### src/verilog/tcc_pkg.sv
`default_nettype none
package tcc_pkg;
	// -----------------------------------------------------------------
	// Register byte offsets on the APB port
	// -----------------------------------------------------------------
	localparam logic [7:0] TCC_OFS_COUNT    = 8'h00;
	localparam logic [7:0] TCC_OFS_CCP      = 8'h04;
	localparam logic [7:0] TCC_OFS_MODE     = 8'h08;
	localparam logic [7:0] TCC_OFS_CAPCOMP  = 8'h0C;
	localparam logic [7:0] TCC_OFS_PRESCALE = 8'h10;
	localparam logic [7:0] TCC_OFS_STATUS   = 8'h14;

	// -----------------------------------------------------------------
	// Field positions
	// -----------------------------------------------------------------
	localparam int TCC_MODE_OVF_BIT  = 0;
	localparam int TCC_MODE_LO_BIT   = 2;
	localparam int TCC_MODE_HI_BIT   = 3;
	localparam int TCC_MODE_OSPT_BIT = 4;
	localparam int TCC_CC_FUNC_BIT   = 0;
	localparam int TCC_CC_SRC_BIT    = 1;
	localparam int TCC_PRM_CLK_LO    = 0;
	localparam int TCC_PRM_PRI_LO    = 4;
	localparam int TCC_PRM_SEC_LO    = 6;
	localparam int TCC_STAT_MATCH    = 0;
	localparam int TCC_STAT_CAPT     = 1;

	// -----------------------------------------------------------------
	// Reset values and counts
	// -----------------------------------------------------------------
	localparam logic [15:0] TCC_COUNT_RST  = 16'h0000;
	localparam logic [15:0] TCC_CCP_RST    = 16'h0000;
	localparam logic [15:0] TCC_COUNT_MAX  = 16'hFFFF;
	localparam logic [7:0]  TCC_REG8_RST   = 8'h00;
	localparam int          TCC_FILTER_LEN = 3;
	localparam int          TCC_DIV_W      = 8;

	// Operating modes held in the two mode select bits
	typedef enum logic [1:0] {
		TCC_MODE_STOP  = 2'b00,
		TCC_MODE_FREE  = 2'b01,
		TCC_MODE_EDGE  = 2'b10,
		TCC_MODE_MATCH = 2'b11
	} tcc_mode_t;

	// Edge select codes, 2'b10 is forbidden for software
	localparam logic [1:0] TCC_EDGE_FALL = 2'b00;
	localparam logic [1:0] TCC_EDGE_RISE = 2'b01;
	localparam logic [1:0] TCC_EDGE_BOTH = 2'b11;

	// Filtered pin edge pair
	typedef struct packed {
		logic rise;
		logic fall;
	} tcc_edge_t;
endpackage
`default_nettype wire

### src/verilog/tcc_filter.sv
`timescale 1ns/1ps
`default_nettype none
module tcc_filter #(
	parameter int LEN = tcc_pkg::TCC_FILTER_LEN
) (
	input  wire logic             clk,
	input  wire logic             rstn,
	input  wire logic             pin,
	output var  tcc_pkg::tcc_edge_t edge_o
);
	// -----------------------------------------------------------------
	// Synchroniser and noise filter
	// -----------------------------------------------------------------
	logic           sync_a;
	logic           sync_b;
	logic [LEN-1:0] hist;
	logic           level;

	// Two flops; only sync_b is looked at
	always_ff @(posedge clk or negedge rstn) begin
		if (!rstn) begin
			sync_a <= 1'b0;
			sync_b <= 1'b0;
		end else begin
			sync_a <= pin;
			sync_b <= sync_a;
		end
	end

	// Level only moves after LEN equal samples, so glitches die here
	always_ff @(posedge clk or negedge rstn) begin
		if (!rstn) begin
			hist  <= '0;
			level <= 1'b0;
		end else begin
			hist <= {hist[LEN-2:0], sync_b};
			if (&hist)
				level <= 1'b1;
			else if (~|hist)
				level <= 1'b0;
		end
	end

	// One-cycle edge pulses from the filtered level
	always_ff @(posedge clk or negedge rstn) begin
		if (!rstn) begin
			edge_o <= '0;
		end else begin
			edge_o.rise <= (&hist) & ~level;
			edge_o.fall <= (~|hist) & level;
		end
	end
endmodule // tcc_filter
`default_nettype wire

### src/verilog/tcc_timer.sv
// Summary of operation
// - Read-only 16-bit counter steps by one on each count clock tick.
// - Reset forces the counter to zero.
// - Mode bits both zero stop and clear the counter.
// - Edge-clear mode zeroes the counter on a valid primary input edge.
// - Match-clear mode zeroes the counter when it equals the compare value.
// - Setting the one-shot trigger bit zeroes the counter.
// - Function bit 0 makes the primary register compare or capture.
// - Primary capture/compare register resets to zero.
// - Compare continuously, pulse the match request, hold value until written.
// - Primary-pin capture uses the opposite edge; both-edges means none.
// - Secondary-pin capture uses the programmed edge directly.
// - Primary edge select in prescaler bits 5:4, secondary in 7:6.
// - Capture source is bit 1, function select bit 0 of control.
// - Zero compare value matches as the count steps 0000 to 0001.
// - Capture during a read still stores the correct value.
// - Capture coinciding with a stop may store any value.
// - Mode codes: 00 stop, 01 free, 10 edge clear, 11 match clear.
// - Counting starts once the mode bits leave 00.
// - Wrap from FFFF to 0000 sets the overflow flag.
//
// Added by the designer: the address map and the APB interface to the registers.
`timescale 1ns/1ps
`default_nettype none
module tcc_timer #(
	parameter int DIV_W = tcc_pkg::TCC_DIV_W
) (
	input  wire logic        clk,
	input  wire logic        rstn,
	input  wire logic        psel,
	input  wire logic        penable,
	input  wire logic        pwrite,
	input  wire logic [7:0]  paddr,
	input  wire logic [31:0] pwdata,
	output logic      [31:0] prdata,
	output logic             pready,
	output logic             pslverr,
	input  wire logic        primary_timer_input,
	input  wire logic        secondary_timer_input,
	output logic             primary_match_irq,
	output logic             capture_event
);
	// -----------------------------------------------------------------
	// Registers and state
	// -----------------------------------------------------------------
	// Software-visible registers first, then internal state
	logic [15:0]      timer_count_value;
	logic [15:0]      capture_compare_primary;
	logic [7:0]       timer_mode_control;
	logic [7:0]       capcomp_control;
	logic [7:0]       prescaler_edge_reg;
	logic [1:0]       status;
	logic [DIV_W-1:0] div_cnt;
	logic [15:0]      prev_count;
	logic             prev_tick;

	tcc_pkg::tcc_edge_t pri_edge;
	tcc_pkg::tcc_edge_t sec_edge;

	// -----------------------------------------------------------------
	// Input filters
	// -----------------------------------------------------------------
	// Same filter on both pins, so their edge delays match
	tcc_filter u_pri_filter (
		.clk    (clk),
		.rstn   (rstn),
		.pin    (primary_timer_input),
		.edge_o (pri_edge)
	);

	tcc_filter u_sec_filter (
		.clk    (clk),
		.rstn   (rstn),
		.pin    (secondary_timer_input),
		.edge_o (sec_edge)
	);

	// -----------------------------------------------------------------
	// Decoded control
	// -----------------------------------------------------------------
	// Fields and strobes taken straight from the registers and the bus
	tcc_pkg::tcc_mode_t mode;
	logic [1:0]         pri_sel;
	logic [1:0]         sec_sel;
	logic [1:0]         clk_sel;
	logic               is_capture;
	logic               src_primary;
	logic               running;
	logic               tick;
	logic               pri_valid;
	logic               sec_valid;
	logic               pri_capt;
	logic               capt_trig;
	logic               match;
	logic               wr;
	logic               rd;
	logic               ospt_set;

	// Mode bits packed into the enum
	assign mode = tcc_pkg::tcc_mode_t'({
		timer_mode_control[tcc_pkg::TCC_MODE_HI_BIT],
		timer_mode_control[tcc_pkg::TCC_MODE_LO_BIT]});
	assign running = (mode != tcc_pkg::TCC_MODE_STOP);
	assign pri_sel = prescaler_edge_reg[tcc_pkg::TCC_PRM_PRI_LO +: 2];
	assign sec_sel = prescaler_edge_reg[tcc_pkg::TCC_PRM_SEC_LO +: 2];
	assign clk_sel = prescaler_edge_reg[tcc_pkg::TCC_PRM_CLK_LO +: 2];
	assign is_capture  = capcomp_control[tcc_pkg::TCC_CC_FUNC_BIT];
	assign src_primary = capcomp_control[tcc_pkg::TCC_CC_SRC_BIT];

	// Bus strobes; zero wait states
	// Writes land on the access edge, where pready is high
	assign wr = psel & penable & pwrite;
	assign rd = psel & penable & ~pwrite;
	assign ospt_set = wr && (paddr == tcc_pkg::TCC_OFS_MODE)
		&& pwdata[tcc_pkg::TCC_MODE_OSPT_BIT];

	// Count clock: /1, /4, /256 or /2^DIV_W of clk
	// The last two only differ once DIV_W is raised above 8
	always_comb begin
		case (clk_sel)
			2'd0:    tick = running;
			2'd1:    tick = running & (&div_cnt[1:0]);
			2'd2:    tick = running & (&div_cnt[7:0]);
			default: tick = running & (&div_cnt);
		endcase
	end

	// Primary pin valid edge as programmed
	// The forbidden code 2'b10 falls to the default, both edges
	always_comb begin
		case (pri_sel)
			tcc_pkg::TCC_EDGE_FALL: pri_valid = pri_edge.fall;
			tcc_pkg::TCC_EDGE_RISE: pri_valid = pri_edge.rise;
			default:                pri_valid = pri_edge.rise | pri_edge.fall;
		endcase
	end

	// Primary-pin capture works on the opposite edge
	// Both edges, and the forbidden code, capture nothing
	always_comb begin
		case (pri_sel)
			tcc_pkg::TCC_EDGE_FALL: pri_capt = pri_edge.rise;
			tcc_pkg::TCC_EDGE_RISE: pri_capt = pri_edge.fall;
			default:                pri_capt = 1'b0;
		endcase
	end

	// Secondary pin uses the programmed edge as is
	// The forbidden code acts as both edges here too
	always_comb begin
		case (sec_sel)
			tcc_pkg::TCC_EDGE_FALL: sec_valid = sec_edge.fall;
			tcc_pkg::TCC_EDGE_RISE: sec_valid = sec_edge.rise;
			default:                sec_valid = sec_edge.rise | sec_edge.fall;
		endcase
	end

	// Capture only while running; a stop written in the same cycle still
	// takes the count before it clears, one of the values allowed then
	assign capt_trig = is_capture & running
		& (src_primary ? pri_capt : sec_valid);

	// Match seen one tick after the count lands on the compare value,
	// so a zero compare fires on the 0000 to 0001 step after a wrap
	// A zero compare also fires on the first step after a start
	assign match = ~is_capture & running & prev_tick
		& (prev_count == capture_compare_primary);

	// -----------------------------------------------------------------
	// Prescaler divider
	// -----------------------------------------------------------------
	// Divider held at zero while stopped so the first tick is fixed
	// No divider phase is kept across a stop
	always_ff @(posedge clk or negedge rstn) begin
		if (!rstn)
			div_cnt <= '0;
		else if (!running)
			div_cnt <= '0;
		else
			div_cnt <= div_cnt + 1'b1;
	end

	// -----------------------------------------------------------------
	// Counter
	// -----------------------------------------------------------------
	// Clears rank above counting; match clear only in match mode
	// One-shot trigger clears in any running mode, not only one-shot
	// A clear and a tick in one cycle leave zero; that tick is lost
	always_ff @(posedge clk or negedge rstn) begin
		if (!rstn)
			timer_count_value <= tcc_pkg::TCC_COUNT_RST;
		else if (!running)
			timer_count_value <= tcc_pkg::TCC_COUNT_RST;
		else if (ospt_set)
			timer_count_value <= tcc_pkg::TCC_COUNT_RST;
		else if (mode == tcc_pkg::TCC_MODE_EDGE && pri_valid)
			timer_count_value <= tcc_pkg::TCC_COUNT_RST;
		else if (tick && mode == tcc_pkg::TCC_MODE_MATCH && !is_capture
				&& timer_count_value == capture_compare_primary)
			timer_count_value <= tcc_pkg::TCC_COUNT_RST;
		else if (tick)
			timer_count_value <= timer_count_value + 1'b1;
	end

	// Track the last stepped value for the match decode
	// Costs one cycle on the request but keeps the compare path short
	always_ff @(posedge clk or negedge rstn) begin
		if (!rstn) begin
			prev_count <= tcc_pkg::TCC_COUNT_RST;
			prev_tick  <= 1'b0;
		end else begin
			prev_count <= timer_count_value;
			prev_tick  <= tick;
		end
	end

	// -----------------------------------------------------------------
	// Capture/compare register
	// -----------------------------------------------------------------
	// Capture wins over a bus write; the stored value stays correct
	// even if a read lands in the same cycle
	always_ff @(posedge clk or negedge rstn) begin
		if (!rstn)
			capture_compare_primary <= tcc_pkg::TCC_CCP_RST;
		else if (capt_trig)
			capture_compare_primary <= timer_count_value;
		else if (wr && paddr == tcc_pkg::TCC_OFS_CCP)
			capture_compare_primary <= pwdata[15:0];
	end

	// -----------------------------------------------------------------
	// Control registers
	// -----------------------------------------------------------------
	// Overflow set wins over a software clear; trigger bit is not kept
	// Trigger bit only pulses the clear and always reads back zero
	always_ff @(posedge clk or negedge rstn) begin
		if (!rstn)
			timer_mode_control <= tcc_pkg::TCC_REG8_RST;
		else begin
			if (wr && paddr == tcc_pkg::TCC_OFS_MODE)
				timer_mode_control <= {4'h0, pwdata[3:0]};
			if (tick && timer_count_value == tcc_pkg::TCC_COUNT_MAX)
				timer_mode_control[tcc_pkg::TCC_MODE_OVF_BIT] <= 1'b1;
		end
	end

	// Function and source select, only two bits kept
	always_ff @(posedge clk or negedge rstn) begin
		if (!rstn)
			capcomp_control <= tcc_pkg::TCC_REG8_RST;
		else if (wr && paddr == tcc_pkg::TCC_OFS_CAPCOMP)
			capcomp_control <= {6'h00, pwdata[1:0]};
	end

	// Clock select and both edge selects, all eight bits kept
	always_ff @(posedge clk or negedge rstn) begin
		if (!rstn)
			prescaler_edge_reg <= tcc_pkg::TCC_REG8_RST;
		else if (wr && paddr == tcc_pkg::TCC_OFS_PRESCALE)
			prescaler_edge_reg <= pwdata[7:0];
	end

	// Sticky event status, write one to clear; a new event wins
	// Later assignments win, so a clear cannot swallow an event
	always_ff @(posedge clk or negedge rstn) begin
		if (!rstn)
			status <= 2'b00;
		else begin
			if (wr && paddr == tcc_pkg::TCC_OFS_STATUS)
				status <= status & ~pwdata[1:0];
			if (match)
				status[tcc_pkg::TCC_STAT_MATCH] <= 1'b1;
			if (capt_trig)
				status[tcc_pkg::TCC_STAT_CAPT] <= 1'b1;
		end
	end

	// -----------------------------------------------------------------
	// Event outputs
	// -----------------------------------------------------------------
	// Capture also raises the request, as the mode table lists
	always_ff @(posedge clk or negedge rstn) begin
		if (!rstn) begin
			primary_match_irq <= 1'b0;
			capture_event     <= 1'b0;
		end else begin
			primary_match_irq <= match | capt_trig;
			capture_event     <= capt_trig;
		end
	end

	// -----------------------------------------------------------------
	// APB read side
	// -----------------------------------------------------------------
	logic [31:0] next_prdata;
	logic        next_pslverr;

	// Read mux; an unmapped offset answers zero and flags an error
	always_comb begin
		next_prdata  = '0;
		next_pslverr = 1'b0;
		case (paddr)
			tcc_pkg::TCC_OFS_COUNT:
				next_prdata = {16'h0000, timer_count_value};
			tcc_pkg::TCC_OFS_CCP:
				next_prdata = {16'h0000, capture_compare_primary};
			tcc_pkg::TCC_OFS_MODE:
				next_prdata = {24'h00_0000, timer_mode_control};
			tcc_pkg::TCC_OFS_CAPCOMP:
				next_prdata = {24'h00_0000, capcomp_control};
			tcc_pkg::TCC_OFS_PRESCALE:
				next_prdata = {24'h00_0000, prescaler_edge_reg};
			tcc_pkg::TCC_OFS_STATUS:
				next_prdata = {30'h0000_0000, status};
			default:
				next_pslverr = 1'b1;
		endcase
	end

	// Taken in the setup cycle so the access phase never waits; a read
	// that meets a capture shows the old count, the register stays right
	always_ff @(posedge clk or negedge rstn) begin
		if (!rstn) begin
			prdata  <= '0;
			pslverr <= 1'b0;
			pready  <= 1'b0;
		end else begin
			pready  <= psel & ~penable;
			pslverr <= psel & ~penable & next_pslverr;
			if (psel && !penable)
				prdata <= next_prdata;
		end
	end

	// Unused upper write bits are dropped on purpose
	// Read strobe is not needed: reads have no side effect
	logic unused_ok;
	assign unused_ok = &{1'b0, rd, pwdata[31:16]};
endmodule // tcc_timer
`default_nettype wire

### config.mk
export PLATFORM = sky130hd
export DESIGN_NAME = tcc_timer
export DESIGN_NICKNAME = d
export VERILOG_FILES = /design/src/verilog/tcc_pkg.sv /design/src/verilog/tcc_filter.sv /design/src/verilog/tcc_timer.sv
export SDC_FILE = /design/constraint.sdc
export NUM_CORES = 1
export LEC_CHECK = 0
export BUFFER_PORTS_ARGS = -buffer_cell sky130_fd_sc_hd__buf_2
export CORE_MARGIN = 8
export CORE_UTILIZATION = 53
export CTS_BUF_LIST = sky130_fd_sc_hd__clkbuf_8
export DETAILED_ROUTE_END_ITERATION = 10
export PLACE_DENSITY = 0.78
export RECOVER_POWER = 50
export SKIP_LAST_GASP = 1
export SYNTH_ARGS = -nofsm -noshare
export SYNTH_HDL_FRONTEND = slang
export SYNTH_SLANG_ARGS = --single-unit
export TNS_END_PERCENT = 1
### constraint.sdc
create_clock -name clk -period 2.1 [get_ports clk]
set_input_delay 0.42 -clock clk [delete_from_list [all_inputs] [get_ports clk]]
set_output_delay 0.42 -clock clk [all_outputs]
set_load 0.005 [all_outputs]
==> results of run 1 <==
-- synth_stat cells, types with 2 or more instances --
cell type	instances
o41ai_1	5
o311ai_0	3
mux2i_1	22
nand3_1	12
a22o_1	5
o22ai_1	2
nand3b_1	4
dfrtp_1	109
xnor2_1	27
buf_6	2
clkbuf_1	22
a221oi_1	4
nor4_1	3
nor2b_1	7
buf_4	17
nor4b_1	3
nor2_1	26
nor3b_1	2
a22oi_1	12
mux2_2	14
nor3_1	13
nand4_1	12
inv_1	7
or4_4	2
a21o_1	2
a21oi_1	9
xor2_1	13
ha_1	2
and3_1	7
o21ai_0	40
nand2b_1	2
o21ai_2	3
nand2_1	56
o2bb2ai_1	3
-- cells by family after synthesis --
family	share of synthesized area
flops	0.517
mux	0.0717
buf+inv	0.0551
fa+ha+maj	0.00475
xor+xnor	0.0665
simple gates	0.160
compound gates	0.124
other cells	0.000711
-- metrics by stage --
| stage | instances | hold slack, ns | TNS (ns) |
|---|---|---|---|
| 5_1_grt | 737 | 0.114 | -0.701 |
| 3_3_place_gp | 716 | 0.335 | -0.129 |
| 2_1_floorplan | 514 | 0.124 | 0 |
| 3_5_place_dp | 716 | 0.335 | -0.157 |
| 4_1_cts | 736 | 0.129 | -0.142 |
| 6_report | 737 | 0.139 | -0.143 |
-- repair_timing --
action | CTS | global route
gates cloned | 0 | 0
hold endpoints to repair | 5 | 0
pin swaps | 1 | 1
hold buffers | 1 | 0
resized for setup | 0 | 4
setup endpoints to repair | 6 | 12
setup buffers | 3 | 1
-- power groups by stage --
| stage | registers [W] | clock network, W | logic, W |
|---|---|---|---|
| 2_1_floorplan | 0.00249 | 0 | 0.000603 |
| 3_3_place_gp | 0.00252 | 0 | 0.000815 |
| 3_5_place_dp | 0.00254 | 0 | 0.000844 |
| 4_1_cts | 0.00250 | 0.00123 | 0.000860 |
| 5_1_grt | 0.00253 | 0.00131 | 0.000941 |
| 6_report | 0.00250 | 0.00122 | 0.000861 |
-- layer usage --
metal | part of all wire | up-vias
met3 | 0.078 | 31
met4 | 0.029 | 0
li1 | - | 1934
met2 | 0.47 | 154
met1 | 0.43 | 2036
met5 | 0 | -
-- worst max-delay path by stage --
stage	start	endpoint	depth (start not counted)	slack [ns]
3_3_place_gp	capture_compare_primary[11]$_DFFE_PN0P_	timer_count_value[6]$_DFFE_PN0P_	6	-0.07
5_1_grt	div_cnt[0]$_DFF_PN0_	timer_count_value[7]$_DFFE_PN0P_	9	-0.1
6_report	capture_compare_primary[11]$_DFFE_PN0P_	timer_count_value[11]$_DFFE_PN0P_	7	-0.07
3_5_place_dp	capture_compare_primary[11]$_DFFE_PN0P_	timer_count_value[12]$_DFFE_PN0P_	6	-0.08
4_1_cts	capture_compare_primary[11]$_DFFE_PN0P_	timer_count_value[4]$_DFFE_PN0P_	7	-0.04
2_1_floorplan	timer_count_value[11]$_DFFE_PN0P_	timer_count_value[4]$_DFFE_PN0P_	7	0.04
-- final cells by class --
class                           instances  area (sq um)  share of cell area
Timing Repair Buffer                  119           763               0.123
Clock inverter                          7          57.6             0.00928
Inverter                                8          30.0             0.00484
Tap cell                              133           166              0.0268
Multi-Input combinational cell        352          2330               0.376
Clock buffer                            9           124              0.0200
Sequential cell                       109          2730               0.440
==> out/results.txt, run 1 <==
Io pins = 83
Clock power frac = 0.266
Tot Pwr = 0.00458 W
Sequential Power Share = 0.546
Fraction of registers with async set or reset after synthesis = 1.00
Share of cells above drive strength 1 = 0.265
Post-layout util = 0.637
Worst-Margin Slew = 0.615 ns
# fillers = 776
Count of cell types in the netlist = 61
Met3 usage = 0.0464
Yosys reg bits = 109
Vias in the first global route = 4108
GP Congestion = 0.940
CTS Buffer Depth = 2
CTS clk-pin slew, worst paths = 0.11 ns
Fin area = 0.00620 sq mm
HPWL after DPL = 9490 um
Hold Path Class = primary input to flop
Die height = 116 um
Power per cell area = 739 mW/mm^2
Full die area = 0.0134 sq mm
Internal = 0.00317 W
Hold Path Cell Cnt = 1
Final Hold Vio Count = 0
DP Area = 0.00598 sq mm
RSZ-0062 raised after global routing = yes
R2R Path Start = capture_compare_primary[11]$_DFFE_PN0P_
CTS tree = built
ANT nets after route = 0
Worst skew pair latency = 0.38 ns
Mapped cell area = 0.00527 sq mm
Most frequent cell on the critical path = or4_4
Total gr overflow = 0
Die Width = 116 um
Crit start category = flop
Leakage Power = 2.86 nW
Initial antenna violation count = 0
Top Family by Delay on Critical Path = simple AND/OR/NAND/NOR gates
Sequential share of the synthesized area = 0.517
CP max-delay cell = or4_4
Commonest cells after routing, fill and taps aside = dfrtp_1 (109), buf_4 (60), nand2_1 (56)
PortBufs = 50
Drt wl/cell = 17.2 um
Rel. slew slack = 0.590
Cell count after synthesis = 499
Num Clock Sinks = 109
Violated checks = negative setup slack
First-pass GRT wire length = 20600 um
Total CTS buffers = 9
Post-synth top area cell = dfrtp_1
Arr. time, crit path = 2.43 ns
Initial Util = 0.542
Drt total wl = 12700 um
Residual DRC count = 0
CP Class = flop to flop
Avg Cell Area, Syn = 10.6 sq um
Crit Path Max Fanout = 5
Place WS = -0.0806 ns
Area grow syn2layout = 17.6%
Worst endpoint required time = 2.36 ns
Hold Path End = u_pri_filter.sync_a$_DFF_PN0_
Root Buffer = clkbuf_8
Routing usage on met2 = 0.312
Area of the core = 0.00973 sq mm
Worst Slack Setup Final = -0.0684 ns
H-tree levels = 3
Max incr delay on CP = 0.46 ns
Gr busiest metal = met2
Commonest non-fill, non-tap cell in the layout = dfrtp_1
Synth top area share = 0.517
Largest cells by area after synthesis = dfrtp_1 (52%), xnor2_1 (4.5%), mux2i_1 (4.2%), nand2_1 (4.0%), o21ai_0 (3.8%)
Drt initial violations = 281
Setup violations, final = 5
R2R Path End = timer_count_value[11]$_DFFE_PN0P_
Tmin final = 2.17 ns
Prevailing post-synth register cell = dfrtp_1
Vias per cell = 5.64
Antenna diodes = 0
Outcome = finished, violations left
Maximum VDD drop = 392 uV
MaxCap Viol Count = 0
R2R cell count = 7
Tot GR Track Use = 0.198
M1 GR Usage = 0.256
Combinational power share = 0.188
Site Rows = 36
Fmax = 461 MHz
Post-synth EDFFs = 0
Buf/Inv on CP = 1
Nets = 648
Hold path start = primary_timer_input
Setup slack, reg-to-reg = -0.07 ns
Slew Limit Fails = 0
Crit-path cells = xor2_1 > or4_4 > or4_4 > o21bai_4 > buf_4 > o21ai_2 > a21o_1
Vias post-DR = 4155
Pin count of the biggest net entering global routing = 40
Setup crit end kind = flop
Crit share post-route = 1.03
Switching fraction of total power = 0.308
Clock skew = 0.0175 ns
Drt first pass iters = 5
Yosys warning count = 0
Sw Pwr = 0.00141 W
Note: power is estimated with default switching activity, not from simulation.
==> run 2: changes to the inputs <==
CORE_UTILIZATION = 59   (was 53)
PLACE_DENSITY = 0.83   (was 0.78)
clock period = 2.45 ns   (was 2.1 ns; I/O delays follow)
==> out/results.txt, run 2 (synthesized netlist as in run 1, its figures left out) <==
Antenna diodes = 0
RSZ-0062 raised after global routing = no
GP Congestion = 0.906
Hold buffers post-CTS = 0
Vias in the first global route = 4093
Final Hold Vio Count = 0
Crit start category = flop
Arr. time, crit path = 2.61 ns
Commonest non-fill, non-tap cell in the layout = dfrtp_1
Setup crit end kind = flop
Slew Limit Fails = 29
Sw Pwr = 0.00117 W
Drt total wl = 12500 um
Die height = 111 um
Vias post-DR = 4041
Total gr overflow = 0
Area of the core = 0.00868 sq mm
Worst-Margin Slew = 1.52 ns
Num Clock Sinks = 109
Internal = 0.00275 W
First-pass GRT wire length = 21100 um
Setup_tns = 0 ns
Switching fraction of total power = 0.299
Share of cells above drive strength 1 = 0.202
Post-cts gate resize count = 0
Post-CTS Setup Bufs = 0
ANT nets after route = 0
Outcome = finished, violations left
Drt wl/cell = 18.6 um
Full die area = 0.0122 sq mm
Rel. slew slack = -0.0115
Setup violations, final = 0
Total CTS buffers = 9
Die Width = 111 um
Violated checks = max-capacitance violations, max-slew violations
Maximum VDD drop = 333 uV
Hold Path Class = primary input to flop
Tmin final = 2.34 ns
Io pins = 83
Crit share post-route = 0.957
Combinational power share = 0.150
CTS tree = built
Fmax = 427 MHz
Area grow syn2layout = 10.6%
Site Rows = 34
Clock skew = 0.00988 ns
H-tree levels = 3
Post-layout util = 0.672
Root Buffer = clkbuf_8
Hold WS = 0.217 ns
CP Class = flop to flop
Nets = 607
MaxCap Viol Count = 1
HPWL after DPL = 9180 um
# fillers = 667
Initial Util = 0.607
Multi-input logic area = 0.00231 sq mm
Worst endpoint required time = 2.71 ns
Power per cell area = 672 mW/mm^2
Worst skew pair latency = 0.37 ns
CTS Buffer Depth = 2
Leakage Power = 2.64 nW
Vias per cell = 6.02
Pin count of the biggest net entering global routing = 54
PortBufs = 50
Initial antenna violation count = 0
Tot GR Track Use = 0.208
Crit Path Max Fanout = 10
Drt initial violations = 236
Register area = 0.00273 sq mm
Drt first pass iters = 5
Clock power frac = 0.288
Residual DRC count = 0
CTS clk-pin slew, worst paths = 0.11 ns
Sequential Power Share = 0.561
Commonest cells after routing, fill and taps aside = dfrtp_1 (109), nand2_1 (56), buf_2 (48)
run 2: cell types whose count changed in the layout (fill, tap and decap cells not counted), sizes merged:
cell,before,now
clkinv,3,2
clkbuf,16,22
buf,111,65
dlygate4sd3,1,0
bufinv,0,1
run 2: cell type report:
class / instances / area share
tap: 108 / 0.0232
multi-input combinational: 352 / 0.396
sequential: 109 / 0.468
inverter: 8 / 0.00515
clock inverter: 7 / 0.0137
clock buffer: 9 / 0.0213
timing repair buffer: 78 / 0.0723
run 2: routing by layer:
metal  wire length [um]  global-route usage  vias up
met2               5870               0.318      155
met5                  0                   0        -
met3               1010              0.0530       26
li1                   -                   -     1853
met4                340              0.0910        0
met1               5270               0.274     2007
run 2: worst paths after layout:
check | from | endpoint | slack, ns | cells after the start
max | timer_count_value[2]$_DFFE_PN0P_ | timer_count_value[15]$_DFFE_PN0P_ | 0.11 | 6
min | primary_timer_input | u_pri_filter.sync_a$_DFF_PN0_ | 0.22 | 1
max reg2reg | timer_count_value[2]$_DFFE_PN0P_ | timer_count_value[15]$_DFFE_PN0P_ | 0.11 | 6
min reg2reg | u_sec_filter.sync_b$_DFF_PN0_ | u_sec_filter.hist[0]$_DFF_PN0_ | 0.36 | 0
max in group asynchronous | rstn | timer_count_value[10]$_DFFE_PN0P_ | 0.44 | 2
min in group asynchronous | rstn | status[1]$_DFFE_PN0P_ | 0.47 | 1
run 2: stage by stage:
stage          total power, W  setup WS (ns)  cell area, sq um  instances
6_report              0.00392          0.105              5830        671
5_1_grt               0.00409         0.0105              5830        671
4_1_cts               0.00394          0.155              5880        671
3_5_place_dp          0.00282         0.0936              5680        655
3_3_place_gp          0.00278          0.193              5680        655
2_1_floorplan         0.00265          0.363              5330        514
run 2: worst max-delay path, cell delays in order, from the launching register on:
cell and delay (ns):
dfrtp_1 0.57, nand4_1 0.30, nor4_4 0.41, nand3_1 0.19
or2_2 0.35, and3_1 0.20, a211o_1 0.22
run 2: power groups by stage:
| stage | Combinational (W) | Sequential (W) | Clock, W |
|---|---|---|---|
| 3_3_place_gp | 0.000571 | 0.00221 | 0 |
| 4_1_cts | 0.000600 | 0.00219 | 0.00114 |
| 6_report | 0.000589 | 0.00220 | 0.00113 |
| 3_5_place_dp | 0.000591 | 0.00223 | 0 |
| 5_1_grt | 0.000662 | 0.00223 | 0.00120 |
| 2_1_floorplan | 0.000517 | 0.00213 | 0 |
